<file path="src/logic/bt_pwr_pkg.sv">
// package: constants, register map and states of the bluetooth power handshake block
package bt_pwr_pkg;
  localparam int unsigned CLK_HZ = 100_000_000;
  localparam logic [7:0] OFF_CTRL     = 8'h00;
  localparam logic [7:0] OFF_RFCTL    = 8'h04;
  localparam logic [7:0] OFF_SLEEPINT = 8'h08;
  localparam logic [7:0] OFF_STATUS   = 8'h0c;
  localparam logic [7:0] OFF_IRQSTAT  = 8'h10;
  localparam logic [7:0] OFF_IRQMASK  = 8'h14;
  localparam logic [7:0] OFF_BURST    = 8'h18;
  // ctrl fields
  localparam int CTRL_UART      = 0;
  localparam int CTRL_HSK_EN    = 1;
  localparam int CTRL_DW_POL    = 2;
  localparam int CTRL_HW_POL    = 3;
  localparam int CTRL_SLEEP_OK  = 4;
  localparam int CTRL_LOWPWR    = 5;
  localparam int CTRL_SHUTDOWN  = 6;
  localparam int CTRL_WLAN_CLK  = 7;
  localparam int CTRL_PADFN_LO  = 8;
  localparam logic [31:0] CTRL_RESET = 32'h0000_0001;
  localparam logic [15:0] SLEEPINT_RESET = 16'h0020;
  localparam logic [7:0] BURST_RESET = 8'h04;
  // irq bits
  localparam int IRQ_WAKE    = 0;
  localparam int IRQ_SLEEP   = 1;
  localparam int IRQ_TIMER   = 2;
  localparam int IRQ_BURST   = 3;
  localparam int IRQ_W       = 4;
  localparam logic [2:0] PADFN_HANDSHAKE = 3'h0;
  localparam int unsigned WAIT_CYCLES = 1;
  typedef enum logic [2:0] {ST_ACTIVE, ST_SLEEP, ST_SHUTDOWN} pwr_state_e;
endpackage

</file>
<file path="src/logic/bt_wake_sync.sv">
// two flip-flop synchroniser for the device-wake pin
module bt_wake_sync (
  input  wire logic core_clk,
  input  wire logic arst_n,
  input  wire logic asyncIn,
  output logic      syncOut
);
  logic stage1_q;
  logic stage2_q;
  always_ff @(posedge core_clk or negedge arst_n) begin
    if (!arst_n) begin
      stage1_q <= 1'b0;
      stage2_q <= 1'b0;
    end else begin
      stage1_q <= asyncIn;
      stage2_q <= stage1_q;
    end
  end
  assign syncOut = stage2_q;
endmodule

</file>
<file path="src/logic/bt_power_handshake.sv">
// bluetooth power manager: radio power-down, host wake handshake, sleep, shutdown
// What this block does
// - drive separate power-down lines for tx, rx, pll and power amplifier
// - power actions come from register writes and from packet events
// - wake and clock-request lines work only in uart mode when enabled
// - asserted device-wake forces wake or prevents sleep
// - deasserted device-wake permits sleep once internal criteria are met
// - device-wake and host-wake polarities each selectable by software
// - host-wake asserted when device needs host; host must stay awake
// - refclk request high when bluetooth or wlan needs reference clock
// - pad function of handshake pins held at zero
// - radio powered only inside tx and rx packets
// - low-power link modes run on slow oscillator and wake on timer
// - shutdown tristates all outputs and disables inputs except dataPush, which still counts into the burst buffer
// - leaving shutdown equals power-up, nothing retained
// - outgoing data buffered and sent in bursts so host sleeps longer
//
// Our own choices: the Avalon-MM slave port and the register offsets.
module bt_power_handshake
  import bt_pwr_pkg::*;
(
  input  wire logic        core_clk,
  input  wire logic        arst_n,
  input  wire logic [7:0]  avs_address,
  input  wire logic        avs_read,
  input  wire logic        avs_write,
  input  wire logic [31:0] avs_writedata,
  input  wire logic [3:0]  avs_byteenable,
  output logic [31:0]      avs_readdata,
  output logic             avs_waitrequest,
  output logic             irq,
  input  wire logic        lpoTick,
  input  wire logic        devWakeIn,
  input  wire logic        txPacket,
  input  wire logic        rxPacket,
  input  wire logic        hostPending,
  input  wire logic        dataPush,
  output logic             hostWakeOut,
  output logic             hostWakeOe,
  output logic             btRefclkReq,
  output logic             wlanRefclkReq,
  output logic             refclkOe,
  output logic             txPd,
  output logic             rxPd,
  output logic             pllPd,
  output logic             paPd,
  output logic             useLowPowerOsc,
  output logic             burstSend,
  output logic [2:0]       padFunction,
  output logic             coreAwake
);
  // ****************************************
  // registers
  // ****************************************
  logic [31:0] ctrl_q, ctrl_d;
  logic [3:0]  rfForce_q, rfForce_d;
  logic [15:0] sleepInt_q, sleepInt_d;
  logic [15:0] timer_q, timer_d;
  logic [IRQ_W-1:0] irqStat_q, irqStat_d, irqMask_q, irqMask_d;
  logic [7:0]  burstThr_q, burstThr_d, burstCnt_q, burstCnt_d;
  logic [31:0] rdata_q, rdata_d;
  logic        ack_q, ack_d;
  pwr_state_e  state_q, state_d;
  logic        hwOut_q, hwOut_d, hwOe_q, hwOe_d, btReq_q, btReq_d, wlReq_q, wlReq_d;
  logic        refOe_q, refOe_d, burst_q, burst_d, lpo_q, lpo_d, awake_q, awake_d;
  logic [3:0]  pd_q, pd_d;
  logic        devWakeSync, devWakeAct, hskOn;
  logic [IRQ_W-1:0] events;

  function automatic logic [31:0] merge(input logic [31:0] old, input logic [31:0] nw,
                                        input logic [3:0] be);
    logic [31:0] r;
    r = old;
    for (int i = 0; i < 4; i++) begin
      if (be[i]) r[i*8 +: 8] = nw[i*8 +: 8];
    end
    return r;
  endfunction

  bt_wake_sync u_sync (
    .core_clk (core_clk),
    .arst_n   (arst_n),
    .asyncIn  (devWakeIn),
    .syncOut  (devWakeSync)
  );

  always_comb begin
    hskOn = ctrl_q[CTRL_UART] && ctrl_q[CTRL_HSK_EN];
    devWakeAct = hskOn && (devWakeSync ^ ctrl_q[CTRL_DW_POL]);
  end

  // ****************************************
  // bus slave and power control
  // ****************************************
  always_comb begin
    logic wr, rd, timerHit;
    // a write lands only at the edge that shows waitrequest low
    wr = avs_write && ack_q;
    rd = avs_read && !ack_q;
    timerHit = 1'b0;
    ctrl_d = ctrl_q;
    rfForce_d = rfForce_q;
    sleepInt_d = sleepInt_q;
    irqMask_d = irqMask_q;
    burstThr_d = burstThr_q;
    rdata_d = rdata_q;
    ack_d = (avs_read || avs_write) && !ack_q;
    events = '0;
    state_d = state_q;
    timer_d = timer_q;
    burstCnt_d = burstCnt_q;
    burst_d = 1'b0;
    if (wr) begin
      case (avs_address)
        OFF_CTRL:     ctrl_d = merge(ctrl_q, avs_writedata, avs_byteenable);
        OFF_RFCTL:    rfForce_d = avs_writedata[3:0];
        OFF_SLEEPINT: sleepInt_d = avs_writedata[15:0];
        OFF_IRQMASK:  irqMask_d = avs_writedata[IRQ_W-1:0];
        OFF_BURST:    burstThr_d = avs_writedata[7:0];
        default:      ;
      endcase
    end
    if (rd) begin
      case (avs_address)
        OFF_CTRL:     rdata_d = ctrl_q;
        OFF_RFCTL:    rdata_d = {28'h0, rfForce_q};
        OFF_SLEEPINT: rdata_d = {16'h0, sleepInt_q};
        OFF_STATUS:   rdata_d = {24'h0, burstCnt_q[3:0], 1'b0, 3'(state_q)};
        OFF_IRQSTAT:  rdata_d = {28'h0, irqStat_q};
        OFF_IRQMASK:  rdata_d = {28'h0, irqMask_q};
        OFF_BURST:    rdata_d = {24'h0, burstThr_q};
        default:      rdata_d = 32'h0;
      endcase
    end
    case (state_q)
      ST_ACTIVE: begin
        if (!devWakeAct && ctrl_q[CTRL_SLEEP_OK] && !hostPending) begin
          state_d = ST_SLEEP;
          timer_d = sleepInt_q;
          events[IRQ_SLEEP] = 1'b1;
        end
      end
      ST_SLEEP: begin
        if (lpoTick && timer_q != 16'h0) timer_d = timer_q - 16'h1;
        timerHit = lpoTick && timer_q <= 16'h1;
        if (devWakeAct || timerHit || hostPending) begin
          state_d = ST_ACTIVE;
          events[IRQ_WAKE] = 1'b1;
          events[IRQ_TIMER] = timerHit;
        end
      end
      ST_SHUTDOWN: ;
      default: state_d = ST_ACTIVE;
    endcase
    if (state_q == ST_ACTIVE && burstCnt_q != 8'h0) begin
      burst_d = 1'b1;
      burstCnt_d = 8'h0;
    end else if (dataPush && burstCnt_q != 8'hff) begin
      burstCnt_d = burstCnt_q + 8'h1;
      if (burstCnt_q + 8'h1 >= burstThr_q) begin
        events[IRQ_BURST] = 1'b1;
        if (state_q == ST_SLEEP) state_d = ST_ACTIVE;
      end
    end
    if (ctrl_q[CTRL_SHUTDOWN]) state_d = ST_SHUTDOWN;
    if (state_q == ST_SHUTDOWN && !ctrl_q[CTRL_SHUTDOWN]) begin
      state_d = ST_ACTIVE;
      ctrl_d = CTRL_RESET;
      rfForce_d = '0;
      sleepInt_d = SLEEPINT_RESET;
      irqMask_d = '0;
      burstThr_d = BURST_RESET;
      burstCnt_d = 8'h0;
      timer_d = '0;
    end
    // sticky status: set beats read-clear
    irqStat_d = irqStat_q | events;
    if (rd && avs_address == OFF_IRQSTAT) irqStat_d = events;
    if (state_q == ST_SHUTDOWN && !ctrl_q[CTRL_SHUTDOWN]) irqStat_d = '0;
  end

  // ****************************************
  // pin outputs
  // ****************************************
  always_comb begin
    logic off;
    off = state_d == ST_SHUTDOWN;
    // host wake, polarity taken from the same register copy as the gate
    hwOut_d = (hskOn && hostPending) ^ ctrl_q[CTRL_HW_POL];
    hwOe_d = hskOn && !off;
    btReq_d = hskOn && !off && state_d == ST_ACTIVE;
    wlReq_d = hskOn && !off && ctrl_d[CTRL_WLAN_CLK];
    refOe_d = hskOn && !off;
    pd_d[0] = off || state_d != ST_ACTIVE || !txPacket || rfForce_d[0];
    pd_d[1] = off || state_d != ST_ACTIVE || !rxPacket || rfForce_d[1];
    pd_d[2] = off || state_d != ST_ACTIVE || !(txPacket || rxPacket) || rfForce_d[2];
    pd_d[3] = off || state_d != ST_ACTIVE || !txPacket || rfForce_d[3];
    lpo_d = state_d == ST_SLEEP && ctrl_d[CTRL_LOWPWR];
    awake_d = state_d == ST_ACTIVE;
  end

  always_ff @(posedge core_clk or negedge arst_n) begin
    if (!arst_n) begin
      ctrl_q <= CTRL_RESET;
      rfForce_q <= '0;
      sleepInt_q <= SLEEPINT_RESET;
      timer_q <= '0;
      irqStat_q <= '0;
      irqMask_q <= '0;
      burstThr_q <= BURST_RESET;
      burstCnt_q <= '0;
      rdata_q <= '0;
      ack_q <= 1'b0;
      state_q <= ST_ACTIVE;
      hwOut_q <= 1'b0;
      hwOe_q <= 1'b0;
      btReq_q <= 1'b0;
      wlReq_q <= 1'b0;
      refOe_q <= 1'b0;
      pd_q <= 4'hf;
      burst_q <= 1'b0;
      lpo_q <= 1'b0;
      awake_q <= 1'b0;
    end else begin
      ctrl_q <= ctrl_d;
      rfForce_q <= rfForce_d;
      sleepInt_q <= sleepInt_d;
      timer_q <= timer_d;
      irqStat_q <= irqStat_d;
      irqMask_q <= irqMask_d;
      burstThr_q <= burstThr_d;
      burstCnt_q <= burstCnt_d;
      rdata_q <= rdata_d;
      ack_q <= ack_d;
      state_q <= state_d;
      hwOut_q <= hwOut_d;
      hwOe_q <= hwOe_d;
      btReq_q <= btReq_d;
      wlReq_q <= wlReq_d;
      refOe_q <= refOe_d;
      pd_q <= pd_d;
      burst_q <= burst_d;
      lpo_q <= lpo_d;
      awake_q <= awake_d;
    end
  end

  logic irq_q;
  always_ff @(posedge core_clk or negedge arst_n) begin
    if (!arst_n) irq_q <= 1'b0;
    else irq_q <= |(irqStat_d & irqMask_d);
  end

  assign avs_readdata = rdata_q;
  assign avs_waitrequest = (avs_read || avs_write) && !ack_q;
  assign irq = irq_q;
  assign hostWakeOut = hwOut_q;
  assign hostWakeOe = hwOe_q;
  assign btRefclkReq = btReq_q;
  assign wlanRefclkReq = wlReq_q;
  assign refclkOe = refOe_q;
  assign {paPd, pllPd, rxPd, txPd} = pd_q;
  assign useLowPowerOsc = lpo_q;
  assign burstSend = burst_q;
  assign padFunction = PADFN_HANDSHAKE;
  assign coreAwake = awake_q;

  // ****************************************
  // assertions
  // ****************************************
  property p_wake_no_sleep;
    @(posedge core_clk) disable iff (!arst_n)
      devWakeAct && !ctrl_q[CTRL_SHUTDOWN] |=> state_q != ST_SLEEP;
  endproperty
  a_wake_no_sleep: assert property (p_wake_no_sleep) else $error("slept while woken");

  property p_sleep_crit;
    @(posedge core_clk) disable iff (!arst_n)
      state_q == ST_ACTIVE ##1 state_q == ST_SLEEP |-> $past(ctrl_q[CTRL_SLEEP_OK]);
  endproperty
  a_sleep_crit: assert property (p_sleep_crit) else $error("sleep without criteria");

  property p_gate;
    @(posedge core_clk) disable iff (!arst_n)
      !hskOn |=> !btRefclkReq && !hostWakeOe;
  endproperty
  a_gate: assert property (p_gate) else $error("handshake outside uart");

  property p_hostwake;
    @(posedge core_clk) disable iff (!arst_n)
      hskOn && hostPending && !ctrl_q[CTRL_HW_POL] && $stable(ctrl_q) |=> hostWakeOut;
  endproperty
  a_hostwake: assert property (p_hostwake) else $error("host wake missing");

  property p_shut;
    @(posedge core_clk) disable iff (!arst_n)
      state_q == ST_SHUTDOWN |-> !hostWakeOe && !refclkOe && txPd && paPd;
  endproperty
  a_shut: assert property (p_shut) else $error("output driven in shutdown");

  property p_radio;
    @(posedge core_clk) disable iff (!arst_n)
      !txPd |-> $past(txPacket) && state_q == ST_ACTIVE;
  endproperty
  a_radio: assert property (p_radio) else $error("tx powered outside packet");

  property p_lpo;
    @(posedge core_clk) disable iff (!arst_n)
      useLowPowerOsc |-> state_q == ST_SLEEP;
  endproperty
  a_lpo: assert property (p_lpo) else $error("slow osc while active");

  property p_irq;
    @(posedge core_clk) disable iff (!arst_n)
      $rose(irqStat_q[IRQ_TIMER]) && irqMask_q[IRQ_TIMER] |-> irq;
  endproperty
  a_irq: assert property (p_irq) else $error("irq missed");
endmodule

</file>
<file path="config.mk">
export PLATFORM = sky130hd
export DESIGN_NAME = bt_power_handshake
export DESIGN_NICKNAME = d
export VERILOG_FILES = /design/src/logic/bt_pwr_pkg.sv /design/src/logic/bt_wake_sync.sv /design/src/logic/bt_power_handshake.sv
export SDC_FILE = /design/constraint.sdc
export NUM_CORES = 1
export LEC_CHECK = 0
export BUFFER_PORTS_ARGS = -buffer_cell sky130_fd_sc_hd__buf_2
export CORE_ASPECT_RATIO = 1.4
export CORE_MARGIN = 3
export CORE_UTILIZATION = 60
export CTS_BUF_LIST = sky130_fd_sc_hd__clkbuf_4 sky130_fd_sc_hd__clkbuf_8
export DETAILED_ROUTE_END_ITERATION = 6
export PLACE_DENSITY = 0.87
export SLEW_MARGIN = 30
export SYNTH_ARGS = -nofsm -noshare
export SYNTH_HDL_FRONTEND = slang
export SYNTH_HIERARCHICAL = 1
export SYNTH_SLANG_ARGS = --single-unit
</file>
<file path="constraint.sdc">
create_clock -name core_clk -period 6.7 [get_ports core_clk]
set_input_delay 0 -clock core_clk [delete_from_list [all_inputs] [get_ports core_clk]]
set_output_delay 0 -clock core_clk [all_outputs]
set_load 0.02 [all_outputs]
</file>
==> impl_metrics.env, run 1 <==
export IMPL_wl_per_cell_um=19.0
export IMPL_cts_sinks=142
export IMPL_gr_total_overflow=0
export IMPL_internal_power_mw=1.43
export IMPL_synth_area_top_cells="dfrtp_1 49%, mux2i_1 6.0%, nand2_1 5.7%, a21oi_1 3.7%, nor2_1 3.6%"
export IMPL_layout_cells_non_filler=997
export IMPL_synth_area_leader_cell="dfrtp_1"
export IMPL_p_leak_nw=4.17
export IMPL_ys_ff_latch=142
export IMPL_final_core_utilization=0.756
export IMPL_yosysMostFrequentCell="dfrtp_1"
export IMPL_nNetsFinal=909
export IMPL_maxCapViolations=0
export IMPL_yosysSeqAreaShare=0.520
export IMPL_crit_chain="and3_1 -> nand3_1 -> or2_1 -> xnor2_1 -> ha_1 -> nand4_1 -> a311oi_1 -> o21ai_1 -> nor4bb_2 -> or4b_4"
export IMPL_rrSetupSlack_ns=3.64
export IMPL_dieArea_um2=12800
export IMPL_cts_tree="yes"
export IMPL_initial_core_util=0.625
export IMPL_critical_path_class="flip-flop to flip-flop"
export IMPL_antenna_found_initial=0
export IMPL_hold_viol_final=0
export IMPL_clock_path_buffers=2
export IMPL_post_cts_setup_buffers=0
export IMPL_critPathArrivalTime_ns=3.43
export IMPL_drive_above_1_share=0.186
export IMPL_clkLatencyLatePin_ns=0.47
export IMPL_slowest_delay_ns=0.54
export IMPL_peakVddDrop_uv=126
export IMPL_r2r_end="pd_q[3]$_DFF_PN1_"
export IMPL_yosysTopAreaCellShare=0.493
export IMPL_rsz0062_at_grt="no"
export IMPL_grt_start_max_net_pins=79
export IMPL_switching_power_mw=0.542
export IMPL_maxSlewHeadroom=0.514
export IMPL_p_seq_frac=0.473
export IMPL_antenna_cells=0
export IMPL_crit_fanout=8
export IMPL_viasPerCell=6.31
export IMPL_synth_commonest_cells="135 x dfrtp_1, 104 x nand2_1, 65 x nor2_1"
export IMPL_setup_viol=0
export IMPL_holdWs_ns=0.102
export IMPL_syn_area_per_cell_um2=9.51
export IMPL_final_max_slew_viol_count=0
export IMPL_required_ns=7.06
export IMPL_drc=0
export IMPL_ant_nets=0
export IMPL_fin_skew_ns=0.0280
export IMPL_synth_ff_type="dfrtp_1"
export IMPL_synth_edf_count=0
export IMPL_fp_coreArea_um2=11000
export IMPL_period_share=0.457
export IMPL_yosys_warnings=6
export IMPL_clock_power_share=0.405
export IMPL_die_h_um=132
export IMPL_grt_usage=0.313
export IMPL_placedCellCount=924
export IMPL_vias=6291
export IMPL_swShare=0.276
export IMPL_rows=45
export IMPL_fmax_mhz=326
export IMPL_firstDrtPassIters=6
export IMPL_critPathSlowestCell="or4b_4"
export IMPL_root_buffer="clkbuf_8"
export IMPL_powerDensity_nw_per_um2=237
export IMPL_die_w_um=96.3
export IMPL_power_mw=1.97
export IMPL_netlist_instances=721
export IMPL_numPortBuffers=99
export IMPL_io_pins=103
export IMPL_cts_buffers=17
export IMPL_tightest_slew_ns=0.727
export IMPL_syn_to_final_growth_pct=21.0
export IMPL_drtIter0Drc=681
export IMPL_fin_tns_setup_ns=0
export IMPL_syn_area_um2=6860
export IMPL_grt_pass1_wl_um=30900
export IMPL_p_comb_frac=0.121
export IMPL_grt_pass1_vias=6318
export IMPL_worst_setup_path_start_kind="flip-flop"
export IMPL_dp_hpwl_um=12000
export IMPL_synth_cell_types=61
export IMPL_status="completed"
export IMPL_end_kind="flip-flop"
export IMPL_ff2ff_path_depth=10
export IMPL_period_needed_ns=3.06
export IMPL_gp_congestion=0.891
export IMPL_worstHoldPathType="input port to async pin"
export IMPL_critical_path_reg2reg_startpoint="burstCnt_q[2]$_DFFE_PN0P_"
export IMPL_wl_um=19000
export IMPL_path_clk_slew_ns=0.08
export IMPL_htreeDepth=4
export IMPL_async_reset_ff_frac=1.00
-- cell usage in the layout (no fill, tap or decap), types with 5 or more instances in the layout --
cell,count
clkbuf_8,19
a21oi_1,51
o21ai_0,41
xnor2_1,10
nor4_1,5
ha_1,12
buf_2,98
dfstp_2,7
o22ai_1,5
dfrtp_1,135
nand3_1,47
and3_1,6
a21o_1,8
nor2_1,65
nand2_1,104
o21ai_1,5
o211ai_1,8
a22oi_1,10
mux2i_1,41
nor3_1,15
buf_4,9
xor2_1,5
and2_1,7
dlygate4sd3_1,40
inv_1,19
a222oi_1,5
-- flip-flops by register name, summed over array words and instances (netlist names) --
name             count
rfForce_q            4
avs_readdata        32
burstCnt_q           8
irqMask_q            4
irq                  1
coreAwake            1
ctrl_q              32
u_sync/syncOut       1
refclkOe             1
pd_q                 4
timer_q             16
wlanRefclkReq        1
btRefclkReq          1
hostWakeOut          1
irqStat_q            4
burstSend            1
ack_q                1
u_sync/stage1_q      1
burstThr_q           8
useLowPowerOsc       1
sleepInt_q          16
state_q              3
-- worst max-delay path by stage --
stage | endpoint | slack (ns) | depth (start not counted) | start
6_report | pd_q[3]$_DFF_PN1_ | 3.64 | 10 | burstCnt_q[2]$_DFFE_PN0P_
5_1_grt | pd_q[3]$_DFF_PN1_ | 3.51 | 10 | burstCnt_q[2]$_DFFE_PN0P_
4_1_cts | pd_q[3]$_DFF_PN1_ | 3.52 | 10 | burstCnt_q[2]$_DFFE_PN0P_
3_5_place_dp | pd_q[3]$_DFF_PN1_ | 3.59 | 10 | burstCnt_q[2]$_DFFE_PN0P_
3_3_place_gp | pd_q[3]$_DFF_PN1_ | 3.77 | 10 | burstCnt_q[2]$_DFFE_PN0P_
2_1_floorplan | pd_q[3]$_DFF_PN1_ | 3.91 | 11 | burstCnt_q[2]$_DFFE_PN0P_
-- what timing repair did --
action,CTS,global route
setup endpoints to repair,0,0
endpoints found under the hold margin,135,0
gates resized for setup,0,0
hold buffers,40,0
-- power by group through the flow --
stage | Sequential (mW) | Combinational [mW] | Clock (mW)
2_1_floorplan | 0.942 | 0.131 | 0
3_3_place_gp | 0.942 | 0.204 | 0
3_5_place_dp | 0.946 | 0.214 | 0
4_1_cts | 0.930 | 0.234 | 0.787
5_1_grt | 0.936 | 0.264 | 0.840
6_report | 0.931 | 0.239 | 0.797
-- cells by family (layout without fill, tap and decap cells) --
family                   count (synthesis)  in the layout  share of synthesized area
XOR/XNOR                                15             15                     0.0192
AND/OR/NAND/NOR                        283            283                      0.195
multiplexers                            41             41                     0.0599
flip-flops                             142            142                      0.520
adder cells (fa/ha/maj)                 12             12                     0.0219
other                                    1              4                   0.000547
AO/OA/AOI/OAI                          158            158                      0.141
buffers and inverters                   69            201                     0.0427
-- critical path: cells and delay by family, from the launching register on --
| kind | cells | cell delay, ns |
|---|---|---|
| AO/OA/AOI/OAI | 2 | 0.47 |
| XOR/XNOR | 1 | 0.14 |
| adder cells (fa/ha/maj) | 1 | 0.32 |
| flip-flops | 1 | 0.47 |
| AND/OR/NAND/NOR | 6 | 1.56 |
-- metal layers --
| layer | vias to the layer above | part of all wire | global-route usage |
|---|---|---|---|
| li1 | 2779 | - | - |
| met1 | 3029 | 0.36 | 0.385 |
| met2 | 401 | 0.51 | 0.509 |
| met3 | 82 | 0.076 | 0.0666 |
| met4 | 0 | 0.052 | 0.162 |
| met5 | - | 0 | 0 |
-- cell type report --
type | count | area (um2)
clock buffer | 19 | 262
clock inverter | 13 | 201
fill | 674 | 2680
inverter | 19 | 71.3
multi-input combinational | 513 | 3030
sequential | 142 | 3560
tap | 141 | 176
timing repair buffer | 150 | 992
-- stage by stage --
step	worst slack, ns	area (um2)
6_report	3.64	8300
5_1_grt	3.51	8300
4_1_cts	3.52	8270
3_5_place_dp	3.59	7410
3_3_place_gp	3.77	7410
2_1_floorplan	3.91	6870
Note: power is estimated with default switching activity, not from simulation.
==> run 2, diff against run 1 <==
CORE_UTILIZATION = 53   (was 60)
PLACE_DENSITY = 0.82   (was 0.87)
clock period = 2.65 ns   (was 6.7 ns; I/O delays follow)
==> run 2 against run 1 <==
Compared with the run above: clock skew fell by 0.013 ns; clock power rose by 100%; wire length rose by 1.3%.
==> impl_metrics.env, run 2 (synthesis results as in run 1) <==
export IMPL_status="completed"
export IMPL_internal_power_mw=3.28
export IMPL_dp_slack_ns=0.00640
export IMPL_die_w_um=102
export IMPL_worst_slack_ns=0.0139
export IMPL_vias=6134
export IMPL_final_max_slew_viol_count=0
export IMPL_initial_core_util=0.549
export IMPL_gp_congestion=0.947
export IMPL_critPathArrivalTime_ns=3.01
export IMPL_hold_viol_final=0
export IMPL_firstDrtPassIters=6
export IMPL_crit_chain="ha_1 -> xor2_1 -> ha_1 -> and3_4 -> o21ai_1 -> a311oi_2 -> o21ai_2 -> nor4bb_4 -> or4b_4"
export IMPL_peakVddDrop_uv=306
export IMPL_hold_start="avs_byteenable[0]"
export IMPL_required_ns=3.03
export IMPL_period_needed_ns=2.64
export IMPL_p_leak_nw=4.27
export IMPL_critPathSlowestCell="or4b_4"
export IMPL_cts_tree="yes"
export IMPL_dieArea_um2=14400
export IMPL_p_seq_frac=0.497
export IMPL_end_kind="flip-flop"
export IMPL_antenna_cells=0
export IMPL_nNetsFinal=935
export IMPL_switching_power_mw=1.42
export IMPL_layout_area_seq_um2=3560
export IMPL_htreeDepth=4
export IMPL_setup_viol=0
export IMPL_fin_tns_setup_ns=0
export IMPL_layout_cells_non_filler=1032
export IMPL_numPortBuffers=99
export IMPL_fp_coreArea_um2=12500
export IMPL_die_h_um=141
export IMPL_antenna_found_initial=0
export IMPL_final_core_utilization=0.680
export IMPL_rows=48
export IMPL_clkLatencyLatePin_ns=0.46
export IMPL_grt_usage=0.273
export IMPL_slowest_delay_ns=0.52
export IMPL_fin_skew_ns=0.0148
export IMPL_path_clk_slew_ns=0.08
export IMPL_final_cell_mix="135 x dfrtp_1, 104 x nand2_1, 98 x buf_2"
export IMPL_wl_um=19200
export IMPL_drtIter0Drc=538
export IMPL_clock_power_share=0.343
export IMPL_period_share=0.995
export IMPL_swShare=0.303
export IMPL_worstHoldPathType="input port to flip-flop"
export IMPL_maxCapViolations=0
export IMPL_cts_buffers=17
export IMPL_wl_per_cell_um=18.6
export IMPL_grt_pass1_vias=6196
export IMPL_multi_input_area_um2=3110
export IMPL_drive_above_1_share=0.222
export IMPL_placedCellCount=958
export IMPL_p_comb_frac=0.160
export IMPL_worst_setup_path_start_kind="flip-flop"
export IMPL_grt_start_max_net_pins=61
export IMPL_clock_path_buffers=2
export IMPL_final_common_cell="dfrtp_1"
export IMPL_power_mw=4.71
export IMPL_drc=0
export IMPL_grt_pass1_wl_um=30800
export IMPL_viasPerCell=5.94
export IMPL_crit_fanout=8
export IMPL_gr_total_overflow=0
export IMPL_io_pins=103
export IMPL_tightest_slew_ns=0.699
export IMPL_maxSlewHeadroom=0.533
export IMPL_syn_to_final_growth_pct=23.9
export IMPL_crit_start="burstCnt_q[0]$_DFFE_PN0P_"
export IMPL_rsz0062_at_grt="yes"
export IMPL_root_buffer="clkbuf_8"
export IMPL_post_dp_cell_area_um2=7650
export IMPL_fin_area_um2=8500
export IMPL_cpMostUsedCell="ha_1"
export IMPL_critical_path_class="flip-flop to flip-flop"
export IMPL_critical_path_reg2reg_startpoint="burstCnt_q[0]$_DFFE_PN0P_"
export IMPL_powerDensity_nw_per_um2=554
export IMPL_holdWs_ns=0.0642
export IMPL_dp_hpwl_um=13200
export IMPL_ant_nets=0
export IMPL_cts_sinks=142
export IMPL_fmax_mhz=379
export IMPL_nFillCells=952
-- run 2: cell count changes in the layout (fill, tap and decap cells not counted), sizes merged --
cell / delta
bufinv: -4
clkbuf: -1
clkinv: +2
inv: +3
buf: +26
-- run 2: path summary, 6_finish.rpt --
check	endpoint	cells after the start	slack [ns]
max in group asynchronous	pd_q[0]$_DFF_PN1_	3	1.78
hold reg to reg	u_sync/syncOut$_DFF_PN0_	0	0.36
hold / removal	ctrl_q[6]$_DFFE_PN0P_	4	0.06
setup reg to reg	pd_q[3]$_DFF_PN1_	9	0.01
min in group asynchronous	avs_readdata[27]$_DFFE_PN0P_	2	0.08
setup / recovery	pd_q[3]$_DFF_PN1_	9	0.01
-- run 2: power groups by stage --
stage | Sequential, mW | Clock [mW] | Combinational, mW
floorplan | 2.38 | 0 | 0.340
global placement | 2.37 | 0 | 0.597
detailed placement | 2.37 | 0 | 0.614
finish | 2.34 | 1.62 | 0.754
CTS | 2.33 | 1.63 | 0.665
global route | 2.35 | 1.74 | 0.828
-- run 2: routing by layer --
metal  vias up  track usage  part of all wire
met5         -            0                 0
met4         0        0.127             0.040
met3        64       0.0480             0.050
met2       235        0.457              0.52
met1      3021        0.341              0.39
li1       2814            -                 -
-- run 2: layout make-up --
type,instances,share of cell area
repair buffers,176,0.142
well taps,150,0.0221
flip-flops and latches,142,0.419
clock buffers,18,0.0284
multi-input cells,513,0.366
clock inverters,14,0.0143
inverters,19,0.00839
-- run 2: critical path: cells and delay by family, from the launching register on --
family                     cells  cell delay [ns]
DFF                            1             0.42
AOI/OAI and AO/OA              3             0.52
adders and majority gates      2             0.57
xor gates and xnor gates       1             0.16
and+or+nand+nor                3             0.88
-- run 2: what timing repair did --
action / 4_1_cts / 5_1_grt
pin swaps: 3 / 6
hold buffers: 40 / 0
gates resized for setup: 2 / 10
setup buffers: 1 / 2
endpoints found under the hold margin: 128 / 0
setup endpoints to repair: 3 / 7
==> run 3, diff against run 2 <==
ABC_AREA = 1   (was not set)
CORE_UTILIZATION = 50   (was 53)
PLACE_DENSITY = 0.78   (was 0.82)
==> run 3 against run 2 <==
Compared with the run above: clock skew barely moved; die area rose by 9.5%; setup slack improved by 0.33 ns; synthesized cell count rose by 19%; worst hold slack got worse by 0.0035 ns; fmax rose by 14%; global-route usage fell by 2.1 points; critical endpoint is now coreAwake$_DFF_PN0_; largest cell class unchanged.
==> impl_metrics.env, run 3 <==
export IMPL_maxSlewHeadroom=0.509
export IMPL_yosysMostFrequentCell="nand2_1"
export IMPL_syn_area_per_cell_um2=8.30
export IMPL_tightest_slew_ns=0.735
export IMPL_rsz0062_at_grt="no"
export IMPL_drtIter0Drc=486
export IMPL_die_w_um=107
export IMPL_gr_usage_met2=0.422
export IMPL_synth_edf_count=0
export IMPL_synth_area_top_cells="dfrtp_1 47%, nand2_1 12%, inv_1 6.7%, o22ai_1 4.2%, o21ai_0 3.9%"
export IMPL_cts_sinks=142
export IMPL_netlist_instances=858
export IMPL_fp_coreArea_um2=13900
export IMPL_fmax_mhz=434
export IMPL_critical_path_class="flip-flop to flip-flop"
export IMPL_ant_nets=0
export IMPL_gp_congestion=0.965
export IMPL_grt_pass1_wl_um=31400
export IMPL_path_clk_slew_ns=0.09
export IMPL_worst_setup_path_start_kind="flip-flop"
export IMPL_yosysSeqAreaShare=0.500
export IMPL_clkLatencyLatePin_ns=0.45
export IMPL_end_kind="flip-flop"
export IMPL_drive_above_1_share=0.181
export IMPL_antenna_cells=0
export IMPL_worstHoldPathType="input port to flip-flop"
export IMPL_syn_to_final_growth_pct=23.7
export IMPL_dp_hpwl_um=13100
export IMPL_critPathArrivalTime_ns=2.69
export IMPL_numPortBuffers=99
export IMPL_root_buffer="clkbuf_8"
export IMPL_initial_core_util=0.512
export IMPL_cts_buffers=17
export IMPL_antenna_found_initial=0
export IMPL_grt_start_max_net_pins=72
export IMPL_htreeDepth=4
export IMPL_drc=0
export IMPL_synth_area_leader_cell="dfrtp_1"
export IMPL_synth_commonest_cells="233 x nand2_1, 135 x dfrtp_1, 127 x inv_1"
export IMPL_yosysTopAreaCellShare=0.475
export IMPL_setup_viol=0
export IMPL_clock_path_buffers=2
export IMPL_firstDrtPassIters=5
export IMPL_period_share=0.869
export IMPL_worst_slack_ns=0.347
export IMPL_dieArea_um2=15700
export IMPL_required_ns=3.04
export IMPL_peakVddDrop_uv=394
export IMPL_viasPerCell=5.28
export IMPL_final_max_slew_viol_count=0
export IMPL_synth_ff_type="dfrtp_1"
export IMPL_slowest_delay_ns=0.42
export IMPL_powerDensity_nw_per_um2=563
export IMPL_cts_tree="yes"
export IMPL_rows=51
export IMPL_wl_per_cell_um=15.7
export IMPL_fin_skew_ns=0.0149
export IMPL_hold_viol_final=0
export IMPL_final_common_cell="nand2_1"
export IMPL_post_cts_setup_buffers=0
export IMPL_busiest_layer="met2"
export IMPL_maxCapViolations=0
export IMPL_status="completed"
export IMPL_min_path_cells=3
export IMPL_async_reset_ff_frac=1.00
export IMPL_period_needed_ns=2.30
export IMPL_grt_pass1_vias=6397
export IMPL_final_cell_mix="233 x nand2_1, 135 x dfrtp_1, 127 x inv_1"
export IMPL_gr_usage_met1=0.310
export IMPL_crit_fanout=5
export IMPL_grtUsageMet3=0.0510
export IMPL_synth_cell_types=42
export IMPL_p_leak_nw=4.76
export IMPL_ys_ff_latch=142
export IMPL_nNetsFinal=1089
export IMPL_ff2ff_path_depth=14
export IMPL_gr_total_overflow=0
export IMPL_syn_area_um2=7120
export IMPL_yosys_warnings=6
export IMPL_die_h_um=147
export IMPL_crit_chain="ha_1 -> nand2_1 -> nor2_1 -> nand3_1 -> xor2_1 -> inv_1 -> ha_1 -> nand2_1 -> o21a_1 -> nand2_1 -> nand3_1 -> nand3_1 -> inv_1 -> nor2_1"
export IMPL_final_core_utilization=0.633
export IMPL_vias=6445
export IMPL_wl_um=19200
export IMPL_fin_tns_setup_ns=0
export IMPL_grt_usage=0.252
export IMPL_critPathSlowestCell="dfrtp_1"
export IMPL_io_pins=103
export IMPL_dp_slack_ns=0.374
run 3: cell type report:
type | instances | area, um2
fillers | 1194 | 5100
flip-flops and latches | 142 | 3560
multi-input cells | 561 | 2930
repair buffers | 169 | 1190
inverters | 132 | 497
clock buffers | 18 | 241
well taps | 185 | 231
clock inverters | 14 | 158
run 3: final timing paths:
path,startpoint,end,slack [ns]
hold / removal,avs_writedata[4],ctrl_q[4]$_DFFE_PN0P_,0.06
setup reg to reg,burstCnt_q[0]$_DFFE_PN0P_,coreAwake$_DFF_PN0_,0.35
hold reg to reg,u_sync/stage1_q$_DFF_PN0_,u_sync/syncOut$_DFF_PN0_,0.36
min in group asynchronous,arst_n,burstCnt_q[6]$_DFFE_PN0P_,0.10
max in group asynchronous,arst_n,timer_q[8]$_DFFE_PN0P_,1.77
setup / recovery,burstCnt_q[0]$_DFFE_PN0P_,coreAwake$_DFF_PN0_,0.35
run 3: critical path, delay by kind of cell, from the launching register on:
| family | cells | cell delay [ns] |
|---|---|---|
| buffers and inverters | 2 | 0.16 |
| xor gates and xnor gates | 1 | 0.16 |
| and+or+nand+nor | 8 | 0.84 |
| adders and majority gates | 2 | 0.48 |
| AOI/OAI and AO/OA | 1 | 0.18 |
| DFF | 1 | 0.42 |
run 3: power breakdown:
group	switching, mW	total, mW	leakage (nW)	internal, mW
clock network	0.906	1.77	0.200	0.864
registers	0.0782	2.36	1.92	2.28
logic	0.525	0.836	2.64	0.311
total	1.51	4.96	4.76	3.45
run 3: logic make-up (layout without fill, tap and decap cells):
family | after synthesis | in the layout | synth area share
other | 1 | 4 | 0.000527
AND/OR/NAND/NOR | 388 | 388 | 0.250
flip-flops | 142 | 142 | 0.500
XOR/XNOR | 12 | 12 | 0.0148
buffers and inverters | 158 | 333 | 0.0896
adder cells (fa/ha/maj) | 12 | 12 | 0.0211
AO/OA/AOI/OAI | 145 | 145 | 0.124
run 3: timing repair:
item / in CTS / in global routing
resized for setup: 0 / 0
setup endpoints to repair: 0 / 0
endpoints found under the hold margin: 138 / 2
hold buffers: 59 / 1
run 3: metal layers:
| layer | up-vias | part of all wire |
|---|---|---|
| met1 | 2991 | 0.40 |
| met2 | 280 | 0.50 |
| met3 | 75 | 0.064 |
| li1 | 3099 | - |
| met4 | 0 | 0.043 |
| met5 | - | 0 |
run 3: stage by stage:
stage	instance area, um2	power [mW]	hold WS [ns]	instances
final	8810	4.96	0.0607	1221
after global routing	8810	5.21	0.0504	1221
after CTS	8800	4.96	0.00459	1220
after detailed placement	7810	3.16	0.0435	1129
after global placement	7810	3.15	0.0435	1129
after floorplan	7130	2.91	-0.296	861
